**config.mk**
```make
export PLATFORM = sky130hd
export DESIGN_NAME = cpcsr_regs
export DESIGN_NICKNAME = d
export VERILOG_FILES = /design/src/cpcsr_pkg.sv /design/src/cpcsr_sync.sv /design/src/cpcsr_regs.sv
export SDC_FILE = /design/constraint.sdc
export NUM_CORES = 1
export LEC_CHECK = 0
export BUFFER_PORTS_ARGS = -buffer_cell sky130_fd_sc_hd__buf_2
export CELL_PAD_IN_SITES_DETAIL_PLACEMENT = 0
export CELL_PAD_IN_SITES_GLOBAL_PLACEMENT = 1
export CORE_MARGIN = 5
export CORE_UTILIZATION = 30
export DETAILED_ROUTE_END_ITERATION = 7
export PLACE_DENSITY = 0.68
export SLEW_MARGIN = 5
export SYNTH_ARGS = -nofsm -noshare
export SYNTH_HDL_FRONTEND = slang
export SYNTH_SLANG_ARGS = --single-unit
```
**constraint.sdc**
```tcl
create_clock -name CLK -period 2.4 [get_ports CLK]
set_input_delay 0.36 -clock CLK [delete_from_list [all_inputs] [get_ports CLK]]
set_output_delay 0.36 -clock CLK [all_outputs]
set_load 0.01 [all_outputs]
```
**src/cpcsr_pkg.sv**
```systemverilog
// Package: offsets, field positions, reset values and types of the protection register pair
package cpcsr_pkg;

  localparam int ADDR_W = 8;
  localparam int DATA_W = 8;

  // Register offsets
  localparam logic [7:0] PROTECT_CONTROL_ADDR = 8'hc3;
  localparam logic [7:0] PROTECT_STATUS_ADDR = 8'hc4;

  // Reset values
  localparam logic [7:0] PROTECT_CONTROL_RST = 8'h00;
  localparam logic [7:0] PROTECT_STATUS_RST = 8'h00;
  localparam logic [7:0] READ_IDLE = 8'h00;

  // Control field positions
  localparam int CTL_TX_RESET = 7;
  localparam int CTL_RESERVED = 6;
  localparam int CTL_LIST_CONFIRMED = 5;
  localparam int CTL_KEY_CONFIRMED = 4;
  localparam int CTL_ENCRYPT_DISABLE = 3;
  localparam int CTL_ENCRYPT_ENABLE = 2;
  localparam int CTL_AUTH_DISABLE = 1;
  localparam int CTL_AUTH_ENABLE = 0;

  // Status field positions
  localparam int STS_LINK_ERROR = 7;
  localparam int STS_RX_IRQ_N = 6;
  localparam int STS_LOCK_SEEN = 5;
  localparam int STS_HOTPLUG = 4;
  localparam int STS_RX_DETECT = 3;

  // Synchroniser depth
  localparam int SYNC_STAGES = 2;

  // Encryption control mode codes
  typedef enum logic [1:0] {
    CPCSR_ENC_AUTHED = 2'h0,
    CPCSR_ENC_REG = 2'h1,
    CPCSR_ENC_ALWAYS = 2'h2,
    CPCSR_ENC_INBAND = 2'h3
  } cpcsr_enc_mode_t;

  // Video path selection, one-hot
  typedef enum logic [2:0] {
    CPCSR_VID_PLAIN = 3'h1,
    CPCSR_VID_CIPHER = 3'h2,
    CPCSR_VID_BLUE = 3'h4
  } cpcsr_video_t;

  // Commands to the protection transmitter
  typedef struct packed {
    logic tx_reset;
    logic auth_restart;
    logic auth_disable;
    logic key_list_confirmed;
    logic auth_enabled;
    logic receiver_key_confirmed;
    logic auth_pause;
  } cpcsr_cmd_t;

  // Pin levels relayed from the downstream receiver
  typedef struct packed {
    logic receiver_irq_input_pin;
    logic downstream_lock_seen;
    logic rx_detect;
  } cpcsr_link_t;

  // Engine state reported to the register pair
  typedef struct packed {
    logic link_channel_error;
    logic downstream_hotplug_event;
    logic receiver_key_ready;
    logic authenticated;
    logic is_repeater;
    logic inband_encrypt;
  } cpcsr_engine_t;

  localparam cpcsr_cmd_t CMD_RST = '0;

endpackage

```
**src/cpcsr_sync.sv**
```systemverilog
// Two-stage synchroniser for asynchronous level inputs
module cpcsr_sync #(
  parameter int WIDTH = 1,
  parameter logic [WIDTH-1:0] RST_VAL = '0
) (
  input wire logic clk,
  input wire logic rst_n,
  input wire logic [WIDTH-1:0] d,
  output logic [WIDTH-1:0] q
);

  logic [WIDTH-1:0] meta_reg;
  logic [WIDTH-1:0] q_reg;

  always_ff @(posedge clk or negedge rst_n)
  begin
    if (!rst_n)
    begin
      meta_reg <= RST_VAL;
      q_reg <= RST_VAL;
    end
    else
    begin
      meta_reg <= d;
      q_reg <= meta_reg;
    end
  end

  assign q = q_reg;

endmodule // cpcsr_sync

```
**src/cpcsr_regs.sv**
```systemverilog
// Control and status register pair of the content-protection transmitter
// Summary of operation
// Control bit 7 write-one resets transmitter, disables authentication, then self-clears.
// Host sets list-confirmed bit only after checking repeater key list.
// List-confirmed bit lets authentication complete, and self-clears.
// Host sets key-confirmed bit only after checking receiver key vector.
// Key-confirmed bit clears when key-ready asserts; writing zero does nothing.
// Encrypt-disable write-one sends plain video, keeps authentication, self-clears.
// Encrypt enabled: cipher video when authenticated, blue screen otherwise. Code: register mode only; other modes ignore the bit.
// Encrypt enable cleared: video goes out without encryption. Code: register mode only; when-authenticated and in-band modes ignore the bit.
// Always-encrypt mode makes encrypt-enable read-only, reading one.
// Host should keep encryption enabled while supplying protected video.
// Control bit 1 write-one disables authentication, then self-clears.
// Control bit 0 write-one enables or restarts authentication; zero does nothing.
// Reading bit 0 returns current authentication-enabled state.
// Status bit 7 sets on link channel error, clears on status read.
// Status bit 6 mirrors downstream interrupt pin, active low.
// Status bit 5 shows downstream receiver lock.
// Status bit 4 sets on downstream hot-plug event, clears on status read.
// Status bit 3 shows downstream receiver detected.
// Two-bit mode: when-authenticated, register, always-encrypt, or per-frame in-band.
// Non-repeater with key ready pauses until key-confirmed bit is set.
// Reserved bit 6 reads zero; self-clearing bits drop after one cycle.
// Clear-on-read bits clear after the read; coincident event stays set.
module cpcsr_regs (
  input wire logic CLK,
  input wire logic NRST,
  input wire logic [cpcsr_pkg::ADDR_W-1:0] ADDR,
  input wire logic [cpcsr_pkg::DATA_W-1:0] WDATA,
  input wire logic WR,
  input wire logic RD,
  output logic [cpcsr_pkg::DATA_W-1:0] RDATA,
  input wire cpcsr_pkg::cpcsr_enc_mode_t ENC_MODE,
  input wire cpcsr_pkg::cpcsr_link_t LINK_PINS,
  input wire cpcsr_pkg::cpcsr_engine_t ENGINE,
  output cpcsr_pkg::cpcsr_cmd_t CMD,
  output cpcsr_pkg::cpcsr_video_t VIDEO_SEL
);

  // Reset release
  logic rst_meta_reg;
  logic rst_n;

  always_ff @(posedge CLK or negedge NRST)
  begin
    if (!NRST)
    begin
      rst_meta_reg <= 1'b0;
      rst_n <= 1'b0;
    end
    else
    begin
      rst_meta_reg <= 1'b1;
      rst_n <= rst_meta_reg;
    end
  end

  // Pin levels from the link
  cpcsr_pkg::cpcsr_link_t link_s;

  cpcsr_sync #(
    .WIDTH(3),
    .RST_VAL(3'h4)
  ) u_link_sync (
    .clk(CLK),
    .rst_n(rst_n),
    .d(LINK_PINS),
    .q(link_s)
  );

  // Decode
  logic ctl_wr;
  logic sts_rd;
  logic ctl_rd;

  assign ctl_wr = WR && (ADDR == cpcsr_pkg::PROTECT_CONTROL_ADDR);
  assign ctl_rd = RD && (ADDR == cpcsr_pkg::PROTECT_CONTROL_ADDR);
  assign sts_rd = RD && (ADDR == cpcsr_pkg::PROTECT_STATUS_ADDR);

  // Control state
  logic tx_reset_reg;
  logic tx_reset_next;
  logic list_ok_reg;
  logic list_ok_next;
  logic key_ok_reg;
  logic key_ok_next;
  logic enc_dis_reg;
  logic enc_dis_next;
  logic enc_en_reg;
  logic enc_en_next;
  logic auth_dis_reg;
  logic auth_dis_next;
  logic restart_reg;
  logic restart_next;
  logic auth_en_reg;
  logic auth_en_next;
  logic key_ready_d_reg;
  logic key_ready_d_next;
  logic key_ready_rise;
  logic enc_en_eff;

  assign key_ready_rise = ENGINE.receiver_key_ready && !key_ready_d_reg;
  assign enc_en_eff = (ENC_MODE == cpcsr_pkg::CPCSR_ENC_ALWAYS) ? 1'b1 : enc_en_reg;

  always_comb
  begin
    // Self-clearing bits are single-cycle pulses
    tx_reset_next = ctl_wr && WDATA[cpcsr_pkg::CTL_TX_RESET];
    list_ok_next = ctl_wr && WDATA[cpcsr_pkg::CTL_LIST_CONFIRMED];
    enc_dis_next = ctl_wr && WDATA[cpcsr_pkg::CTL_ENCRYPT_DISABLE];
    auth_dis_next = ctl_wr && WDATA[cpcsr_pkg::CTL_AUTH_DISABLE];
    restart_next = ctl_wr && WDATA[cpcsr_pkg::CTL_AUTH_ENABLE];
    key_ready_d_next = ENGINE.receiver_key_ready;

    // Authentication enabled state
    auth_en_next = auth_en_reg;
    if (tx_reset_reg || auth_dis_reg)
    begin
      auth_en_next = 1'b0;
    end
    if (restart_reg)
    begin
      auth_en_next = 1'b1;
    end

    // Key confirmed: cleared by key-ready rise, write of one wins
    key_ok_next = key_ok_reg;
    if (key_ready_rise || tx_reset_reg)
    begin
      key_ok_next = 1'b0;
    end
    if (ctl_wr && WDATA[cpcsr_pkg::CTL_KEY_CONFIRMED])
    begin
      key_ok_next = 1'b1;
    end

    // Encrypt enable: a following host write wins over the disable pulse
    enc_en_next = enc_en_reg;
    if (enc_dis_reg)
    begin
      enc_en_next = 1'b0;
    end
    if (ctl_wr && (ENC_MODE != cpcsr_pkg::CPCSR_ENC_ALWAYS))
    begin
      enc_en_next = WDATA[cpcsr_pkg::CTL_ENCRYPT_ENABLE];
    end
  end

  always_ff @(posedge CLK or negedge rst_n)
  begin
    if (!rst_n)
    begin
      tx_reset_reg <= 1'b0;
      list_ok_reg <= 1'b0;
      key_ok_reg <= 1'b0;
      enc_dis_reg <= 1'b0;
      enc_en_reg <= 1'b0;
      auth_dis_reg <= 1'b0;
      restart_reg <= 1'b0;
      auth_en_reg <= 1'b0;
      key_ready_d_reg <= 1'b0;
    end
    else
    begin
      tx_reset_reg <= tx_reset_next;
      list_ok_reg <= list_ok_next;
      key_ok_reg <= key_ok_next;
      enc_dis_reg <= enc_dis_next;
      enc_en_reg <= enc_en_next;
      auth_dis_reg <= auth_dis_next;
      restart_reg <= restart_next;
      auth_en_reg <= auth_en_next;
      key_ready_d_reg <= key_ready_d_next;
    end
  end

  // Status sticky bits
  logic err_reg;
  logic err_next;
  logic hpd_reg;
  logic hpd_next;

  always_comb
  begin
    err_next = err_reg;
    hpd_next = hpd_reg;
    if (sts_rd)
    begin
      err_next = 1'b0;
      hpd_next = 1'b0;
    end
    if (ENGINE.link_channel_error)
    begin
      err_next = 1'b1;
    end
    if (ENGINE.downstream_hotplug_event)
    begin
      hpd_next = 1'b1;
    end
  end

  always_ff @(posedge CLK or negedge rst_n)
  begin
    if (!rst_n)
    begin
      err_reg <= 1'b0;
      hpd_reg <= 1'b0;
    end
    else
    begin
      err_reg <= err_next;
      hpd_reg <= hpd_next;
    end
  end

  // Read path
  logic [cpcsr_pkg::DATA_W-1:0] ctl_view;
  logic [cpcsr_pkg::DATA_W-1:0] sts_view;
  logic [cpcsr_pkg::DATA_W-1:0] rdata_reg;
  logic [cpcsr_pkg::DATA_W-1:0] rdata_next;

  always_comb
  begin
    ctl_view = cpcsr_pkg::PROTECT_CONTROL_RST;
    ctl_view[cpcsr_pkg::CTL_TX_RESET] = tx_reset_reg;
    ctl_view[cpcsr_pkg::CTL_RESERVED] = 1'b0;
    ctl_view[cpcsr_pkg::CTL_LIST_CONFIRMED] = list_ok_reg;
    ctl_view[cpcsr_pkg::CTL_KEY_CONFIRMED] = key_ok_reg;
    ctl_view[cpcsr_pkg::CTL_ENCRYPT_DISABLE] = enc_dis_reg;
    ctl_view[cpcsr_pkg::CTL_ENCRYPT_ENABLE] = enc_en_eff;
    ctl_view[cpcsr_pkg::CTL_AUTH_DISABLE] = auth_dis_reg;
    ctl_view[cpcsr_pkg::CTL_AUTH_ENABLE] = auth_en_reg;

    sts_view = cpcsr_pkg::PROTECT_STATUS_RST;
    sts_view[cpcsr_pkg::STS_LINK_ERROR] = err_reg;
    sts_view[cpcsr_pkg::STS_RX_IRQ_N] = link_s.receiver_irq_input_pin;
    sts_view[cpcsr_pkg::STS_LOCK_SEEN] = link_s.downstream_lock_seen;
    sts_view[cpcsr_pkg::STS_HOTPLUG] = hpd_reg;
    sts_view[cpcsr_pkg::STS_RX_DETECT] = link_s.rx_detect;

    rdata_next = cpcsr_pkg::READ_IDLE;
    if (ctl_rd)
    begin
      rdata_next = ctl_view;
    end
    else if (sts_rd)
    begin
      rdata_next = sts_view;
    end
  end

  always_ff @(posedge CLK or negedge rst_n)
  begin
    if (!rst_n)
    begin
      rdata_reg <= cpcsr_pkg::READ_IDLE;
    end
    else
    begin
      rdata_reg <= rdata_next;
    end
  end

  assign RDATA = rdata_reg;

  // Video path and command outputs
  cpcsr_pkg::cpcsr_video_t video_reg;
  cpcsr_pkg::cpcsr_video_t video_next;
  cpcsr_pkg::cpcsr_cmd_t cmd_reg;
  cpcsr_pkg::cpcsr_cmd_t cmd_next;
  logic want_cipher;

  always_comb
  begin
    unique case (ENC_MODE)
      cpcsr_pkg::CPCSR_ENC_AUTHED: want_cipher = ENGINE.authenticated;
      cpcsr_pkg::CPCSR_ENC_REG: want_cipher = enc_en_eff;
      cpcsr_pkg::CPCSR_ENC_ALWAYS: want_cipher = 1'b1;
      cpcsr_pkg::CPCSR_ENC_INBAND: want_cipher = ENGINE.inband_encrypt;
    endcase

    if (!want_cipher || enc_dis_reg)
    begin
      video_next = cpcsr_pkg::CPCSR_VID_PLAIN;
    end
    else if (ENGINE.authenticated)
    begin
      video_next = cpcsr_pkg::CPCSR_VID_CIPHER;
    end
    else if (ENC_MODE == cpcsr_pkg::CPCSR_ENC_AUTHED)
    begin
      video_next = cpcsr_pkg::CPCSR_VID_PLAIN;
    end
    else
    begin
      video_next = cpcsr_pkg::CPCSR_VID_BLUE;
    end

    cmd_next.tx_reset = tx_reset_reg;
    cmd_next.auth_restart = restart_reg;
    cmd_next.auth_disable = auth_dis_reg || tx_reset_reg;
    cmd_next.key_list_confirmed = list_ok_reg;
    cmd_next.auth_enabled = auth_en_next;
    cmd_next.receiver_key_confirmed = key_ok_next;
    cmd_next.auth_pause = ENGINE.receiver_key_ready && !ENGINE.is_repeater && !key_ok_next;
  end

  always_ff @(posedge CLK or negedge rst_n)
  begin
    if (!rst_n)
    begin
      video_reg <= cpcsr_pkg::CPCSR_VID_PLAIN;
      cmd_reg <= cpcsr_pkg::CMD_RST;
    end
    else
    begin
      video_reg <= video_next;
      cmd_reg <= cmd_next;
    end
  end

  assign VIDEO_SEL = video_reg;
  assign CMD = cmd_reg;

endmodule // cpcsr_regs

```
==> flow_metrics.tcl, run 1 <==
set metrics [dict create \
    p_seq_share_pct 54.3 \
    cp_slowest_cell "and4_1" \
    grt_first_pass_wirelength_um 4105 \
    synthMuxAreaShare_pct 1.202 \
    synthAdderAreaFrac_pct 0 \
    grt.total_usage_pct 10.44 \
    io_buffer_count 47 \
    synthCells 88 \
    dpl_worst_slack_ns 0.6273 \
    crit_buf_inv 1 \
    die_x_um 74.52 \
    yosysTopAreaCell "dfrtp_1" \
    leakage_nw 0.8838 \
    place.gp.congestion 0.7276 \
    ys_types 31 \
    yosys_warnings 0 \
    synth_edf_count 0 \
    synth_top_family_by_area "simple AND/OR/NAND/NOR gates" \
    post-route-util_pct 40.65 \
    drive_gt1_share_pct 48.59 \
    fill_cells 397 \
    synth_compound_area_share_pct 7.515 \
    crit_path_start_kind "input pin" \
    clkPwrFrac_pct 40.2 \
    clock_skew_ns 0.002236 \
    finalCritPeriodShare_pct 60.43 \
    routed_wl_um 2467 \
    critPathMaxStageDelay_ns 0.46 \
    power.density_mw_per_mm2 691.2 \
    die-area_mm2 0.005552 \
    grt_max_degree 18 \
    critPathCapture "enc_en_reg" \
    wl_per_cell_um 12.85 \
    placedCellCount 183 \
    max_freq_mhz 689.5 \
    start_util_pct 30.99 \
    diodes 0 \
    min-delay-start "LINK_PINS[2]" \
    clockBufferDepth 2 \
    combPwrFrac_pct 5.5 \
    async_flop_share_pct 100.0 \
    synth-simple-area-share_pct 17.54 \
    syn_to_final_growth_pct 31.16 \
    path_cells "buf_2, nor4b_4, and4_1, nand2b_4, mux2_4" \
    tns_ns 0 \
    outcome "completed" \
    crit_start "ADDR[3]" \
    tightest_slew_ns 0.6455 \
    vias_per_cell 4.349 \
    rows 23 \
    nNetsFinal 172 \
    rrSetupSlack_ns 1.39 \
    critPathKind "in -> reg" \
    slew_viol_final 0 \
    slew_headroom_pct 56.97 \
    finalSetupViolations 0 \
    setup_ws_ns 0.9497 \
    ys_seq_area_share_pct 70.44 \
    path_depth 5 \
    p_sw_uw 231.7 \
    cap_violations 0 \
    drt_iter0_drc 20 \
    clkLatencyLatePin_ns 0.28 \
    cp_max_fo 8 \
    netSwitchingFraction_pct 20.47 \
    hold_class "in -> reg" \
    end_kind "flop" \
    instances_no_fill 192 \
    worstReg2RegEnd "u_link_sync.meta_reg[2]" \
    cp.required_ns 2.57 \
    ant_nets 0 \
    clock_sinks 35 \
    dp_hpwl_um 1948 \
    rr_startpoint "rst_n" \
    cp_top_family "simple AND/OR/NAND/NOR gates" \
    antenna_found_initial 0 \
    die_height_um 74.52 \
    yosys.area.top_type_share_pct 64.13 \
    arrival_ns 1.62 \
    ir_worst_vdd_uv 368.4 \
    post_cts_buffers 0 \
    cts_root_buffer "clkbuf_8" \
    syn_avg_cell_area_um2 14.19 \
    grt_pass1_vias 870 \
    synth_ff_type "dfrtp_1" \
    io_pins 49 \
    ys_ff_latch 35 \
    synth-xor-area-share_pct 0 \
    num_vias 835 \
    ys_top_cells_by_area "dfrtp_1 (64%), dfstp_2 (6.3%), and2_2 (3.0%)" \
    rsz0062_at_grt "no" \
    overflow 0 \
    coreArea_mm2 0.004029 \
    tritoncts.num_buffers 5 \
    h-tree-depth 2 \
    tritoncts "built" \
    drc 0 \
    syn-num-nets 119 \
    path_clk_slew_ns 0.06 \
    power.internal_uw 900.4 \
    hold_violations 0 \
    largest_register_ffs 8 \
    worstRegToRegCells 1 \
    first_pass_iters 2 \
    netlist_area_mm2 0.001249 \
    period_needed_ns 1.450 \
]
==> worst min-delay path by stage <==
stage | slack (ns) | end | cells past startpoint
2_1_floorplan | 0.06 | rst_meta_reg | 0
3_3_place_gp | 0.15 | rst_meta_reg | 1
3_5_place_dp | 0.15 | rst_meta_reg | 1
4_1_cts | 0.16 | u_link_sync.meta_reg[2] | 1
5_1_grt | 0.15 | u_link_sync.meta_reg[2] | 1
6_report | 0.18 | u_link_sync.meta_reg[2] | 1
==> repair_timing <==
action	4_1_cts	5_1_grt
setup endpoints to repair	0	0
endpoints found under the hold margin	2	0
resized for setup	0	0
hold buffers	1	0
==> per-layer routing <==
metal / vias to the layer above / track usage, % / share of wire, %
li1: 399 / - / -
met1: 391 / 12.63 / 42
met2: 37 / 15.61 / 45
met3: 8 / 4.865 / 11
met4: 0 / 5.336 / 2.1
met5: - / 0 / 0
==> power by group through the flow <==
stage	clock network, mW	registers, mW	logic, mW
3_5_place_dp	0	0.627	0.0624
5_1_grt	0.505	0.618	0.0702
4_1_cts	0.472	0.616	0.0637
3_3_place_gp	0	0.626	0.0611
6_report	0.455	0.615	0.0621
2_1_floorplan	0	0.631	0.0179
==> synth_stat cells (2+ instances only) <==
cell type,count
a21o_1,3
a22oi_1,4
and2_2,5
and3_1,2
buf_4,2
dfrtp_1,32
dfstp_2,3
inv_1,3
nand2_1,3
nor2_1,7
nor2b_1,3
o21ai_0,2
==> cell type report <==
type / count / area (um^2) / share of cell area (%)
sequential: 35 / 879.6 / 53.71
timing repair buffer: 49 / 252.7 / 15.43
clock buffer: 8 / 100.1 / 6.112
inverter: 3 / 11.26 / 0.6875
tap: 50 / 62.56 / 3.820
multi-input combinational: 47 / 331.6 / 20.24
==> cells by family after synthesis <==
kind of cell	Yosys count
AOI/OAI and AO/OA	13
buffers and inverters	6
DFF	35
muxes	1
other	1
and+or+nand+nor	32
==> through the flow <==
step / instance area [um^2] / hold slack [ns] / power [mW]
after CTS: 1638 / 0.1637 / 1.151
after floorplan: 1249 / 0.06441 / 0.6486
after global routing: 1638 / 0.1501 / 1.193
final: 1638 / 0.1763 / 1.132
after global placement: 1528 / 0.1459 / 0.6870
after detailed placement: 1528 / 0.1484 / 0.6889
==> placed cells by master (no fill, tap or decap) <==
master         count
buf_2             47
dfrtp_1           32
nor2_1             7
clkbuf_8           7
and2_2             5
a22oi_1            4
dfstp_2            3
nand2_1            3
nor2b_1            3
inv_1              3
a21o_1             3
and3_1             2
o21ai_0            2
nor4b_4            1
and3b_1            1
and3_2             1
and2_1             1
and4bb_2           1
nand3_1            1
nor3b_1            1
o211a_1            1
a31oi_1            1
and4_1             1
nand2b_1           1
a22o_2             1
nand3b_1           1
a21oi_1            1
nor3_1             1
nand2b_4           1
mux2_4             1
clkbuf_1           1
dlygate4sd3_1      1
buf_4              1
conb_1             1
(Power assumes the default switching activity.)
==> inputs of run 2 (changes only) <==
Clock period 2.4 ns to 1.35 ns, I/O delays scaled along.
==> run 2 against run 1 <==
Compared with the run above:
- register-to-register slack lost 1.1 ns
- worst hold slack lost 0.16 ns
- cell count grew 2.1%
- design area grew 2.2%
- first-iteration DRC count shrank 30%
- clock power grew 82%
- largest power group unchanged
- clock skew grew 0.0040 ns
- global-route usage shrank 0.46 points
- flip-flop and latch count is the same
- critical path type is now reg -> out
- combinational power grew 100%
- sequential share of layout area shrank 1.2 points
- setup slack lost 0.71 ns
==> flow_metrics.tcl, run 2 (synthesis results as in run 1) <==
set metrics [dict create \
    outcome "completed" \
    cp_top_family "flip-flops" \
    final_common_cell "buf_2" \
    post_cts_buffers 0 \
    drive_gt1_share_pct 50.00 \
    syn_to_final_growth_pct 34.07 \
    hold_violations 0 \
    postCtsHoldBufs 2 \
    critPathKind "reg -> out" \
    dp_hpwl_um 1973 \
    routed_wl_um 2438 \
    finalSetupViolations 0 \
    leakage_nw 0.9026 \
    die-area_mm2 0.005552 \
    critPathMaxStageDelay_ns 0.51 \
    clkLatencyLatePin_ns 0.28 \
    path_clk_slew_ns 0.07 \
    cp.required_ns 1.15 \
    path_cells "buf_2" \
    design_area_mm2 0.001674 \
    ir_worst_vdd_uv 647.8 \
    nNetsFinal 176 \
    io_buffer_count 47 \
    grt.total_usage_pct 9.983 \
    tritoncts "built" \
    grt_pass1_vias 942 \
    ant_nets 0 \
    diodes 0 \
    tritoncts.num_buffers 5 \
    power_mw 2.035 \
    rsz0062_at_grt "no" \
    die_x_um 74.52 \
    grt_max_degree 18 \
    cts-resized-gates 0 \
    start_util_pct 30.99 \
    finalCritPeriodShare_pct 82.07 \
    place_area_mm2 0.001550 \
    wl_per_cell_um 12.44 \
    io_pins 49 \
    h-tree-depth 2 \
    drt_iter0_drc 14 \
    slew_viol_final 0 \
    cts_root_buffer "clkbuf_8" \
    largest_register_ffs 8 \
    die_height_um 74.52 \
    cp_max_fo 1 \
    crit_path_start_kind "flop" \
    clock_sinks 35 \
    antenna_found_initial 0 \
    overflow 0 \
    drc 0 \
    first_pass_iters 2 \
    clockBufferDepth 2 \
    final_cell_mix "buf_2 (47), dfrtp_1 (32), nor2_1 (7), clkbuf_8 (7), and2_2 (5)" \
    power.density_mw_per_mm2 1216 \
    rows 23 \
    clock_skew_ns 0.006209 \
    grt_first_pass_wirelength_um 4064 \
    num_vias 845 \
    place.gp.congestion 0.7835 \
    max_freq_mhz 902.6 \
    crit_buf_inv 1 \
    period_needed_ns 1.108 \
    end_kind "output port" \
    vias_per_cell 4.311 \
    arrival_ns 0.91 \
    hold_class "in -> reg" \
    cp_slowest_cell "dfstp_2" \
    coreArea_mm2 0.004029 \
    cap_violations 0 \
]
-- run 2: final timing paths --
| check | cells past startpoint | slack, ns | endpoint | from |
|---|---|---|---|---|
| hold reg to reg | 1 | 0.23 | u_link_sync.meta_reg[0] | rst_n |
| setup / recovery | 1 | 0.24 | VIDEO_SEL[0] | VIDEO_SEL[0] |
| max in group asynchronous | 1 | 0.86 | u_link_sync.q[2] | rst_n |
| min in group asynchronous | 2 | 0.22 | rst_n | NRST |
| hold / removal | 1 | 0.02 | u_link_sync.meta_reg[0] | LINK_PINS[0] |
| setup reg to reg | 4 | 0.33 | VIDEO_SEL[2] | enc_en_reg |
-- run 2: through the flow --
step,hold WS [ns],instances,util (%),setup WS (ns),TNS [ns]
after CTS,0.009735,196,41.55,0.2288,0
final,0.01894,196,41.55,0.2421,0
after detailed placement,-0.009607,186,38.48,-0.02389,-0.02389
after floorplan,-0.09309,88,-,0.05361,0
after global routing,0.009356,196,41.55,0.1648,0
after global placement,-0.01222,186,38.48,-0.01714,-0.01714
-- run 2: final cells by class --
| cell class | instances | area (um^2) |
|---|---|---|
| Fill cell | 423 | 2355 |
| Sequential cell | 35 | 879.6 |
| Multi-Input combinational cell | 47 | 331.6 |
| Timing Repair Buffer | 53 | 285.3 |
| Clock buffer | 7 | 96.34 |
| Tap cell | 50 | 62.56 |
| Inverter | 3 | 11.26 |
| Clock inverter | 1 | 7.507 |
-- run 2: where the power goes --
part	switching (mW)	leakage [nW]	internal (mW)
Clock	0.362	0.0505	0.464
Combinational	0.0609	0.404	0.0630
Sequential	0.00804	0.449	1.08
Total	0.431	0.903	1.60
-- run 2: routing by layer --
metal,GRT usage (%),vias up,part of all wire [%]
li1,-,406,-
met1,11.40,400,42
met2,15.90,36,46
met3,5.000,3,10
met4,4.150,0,1.8
met5,0,-,0
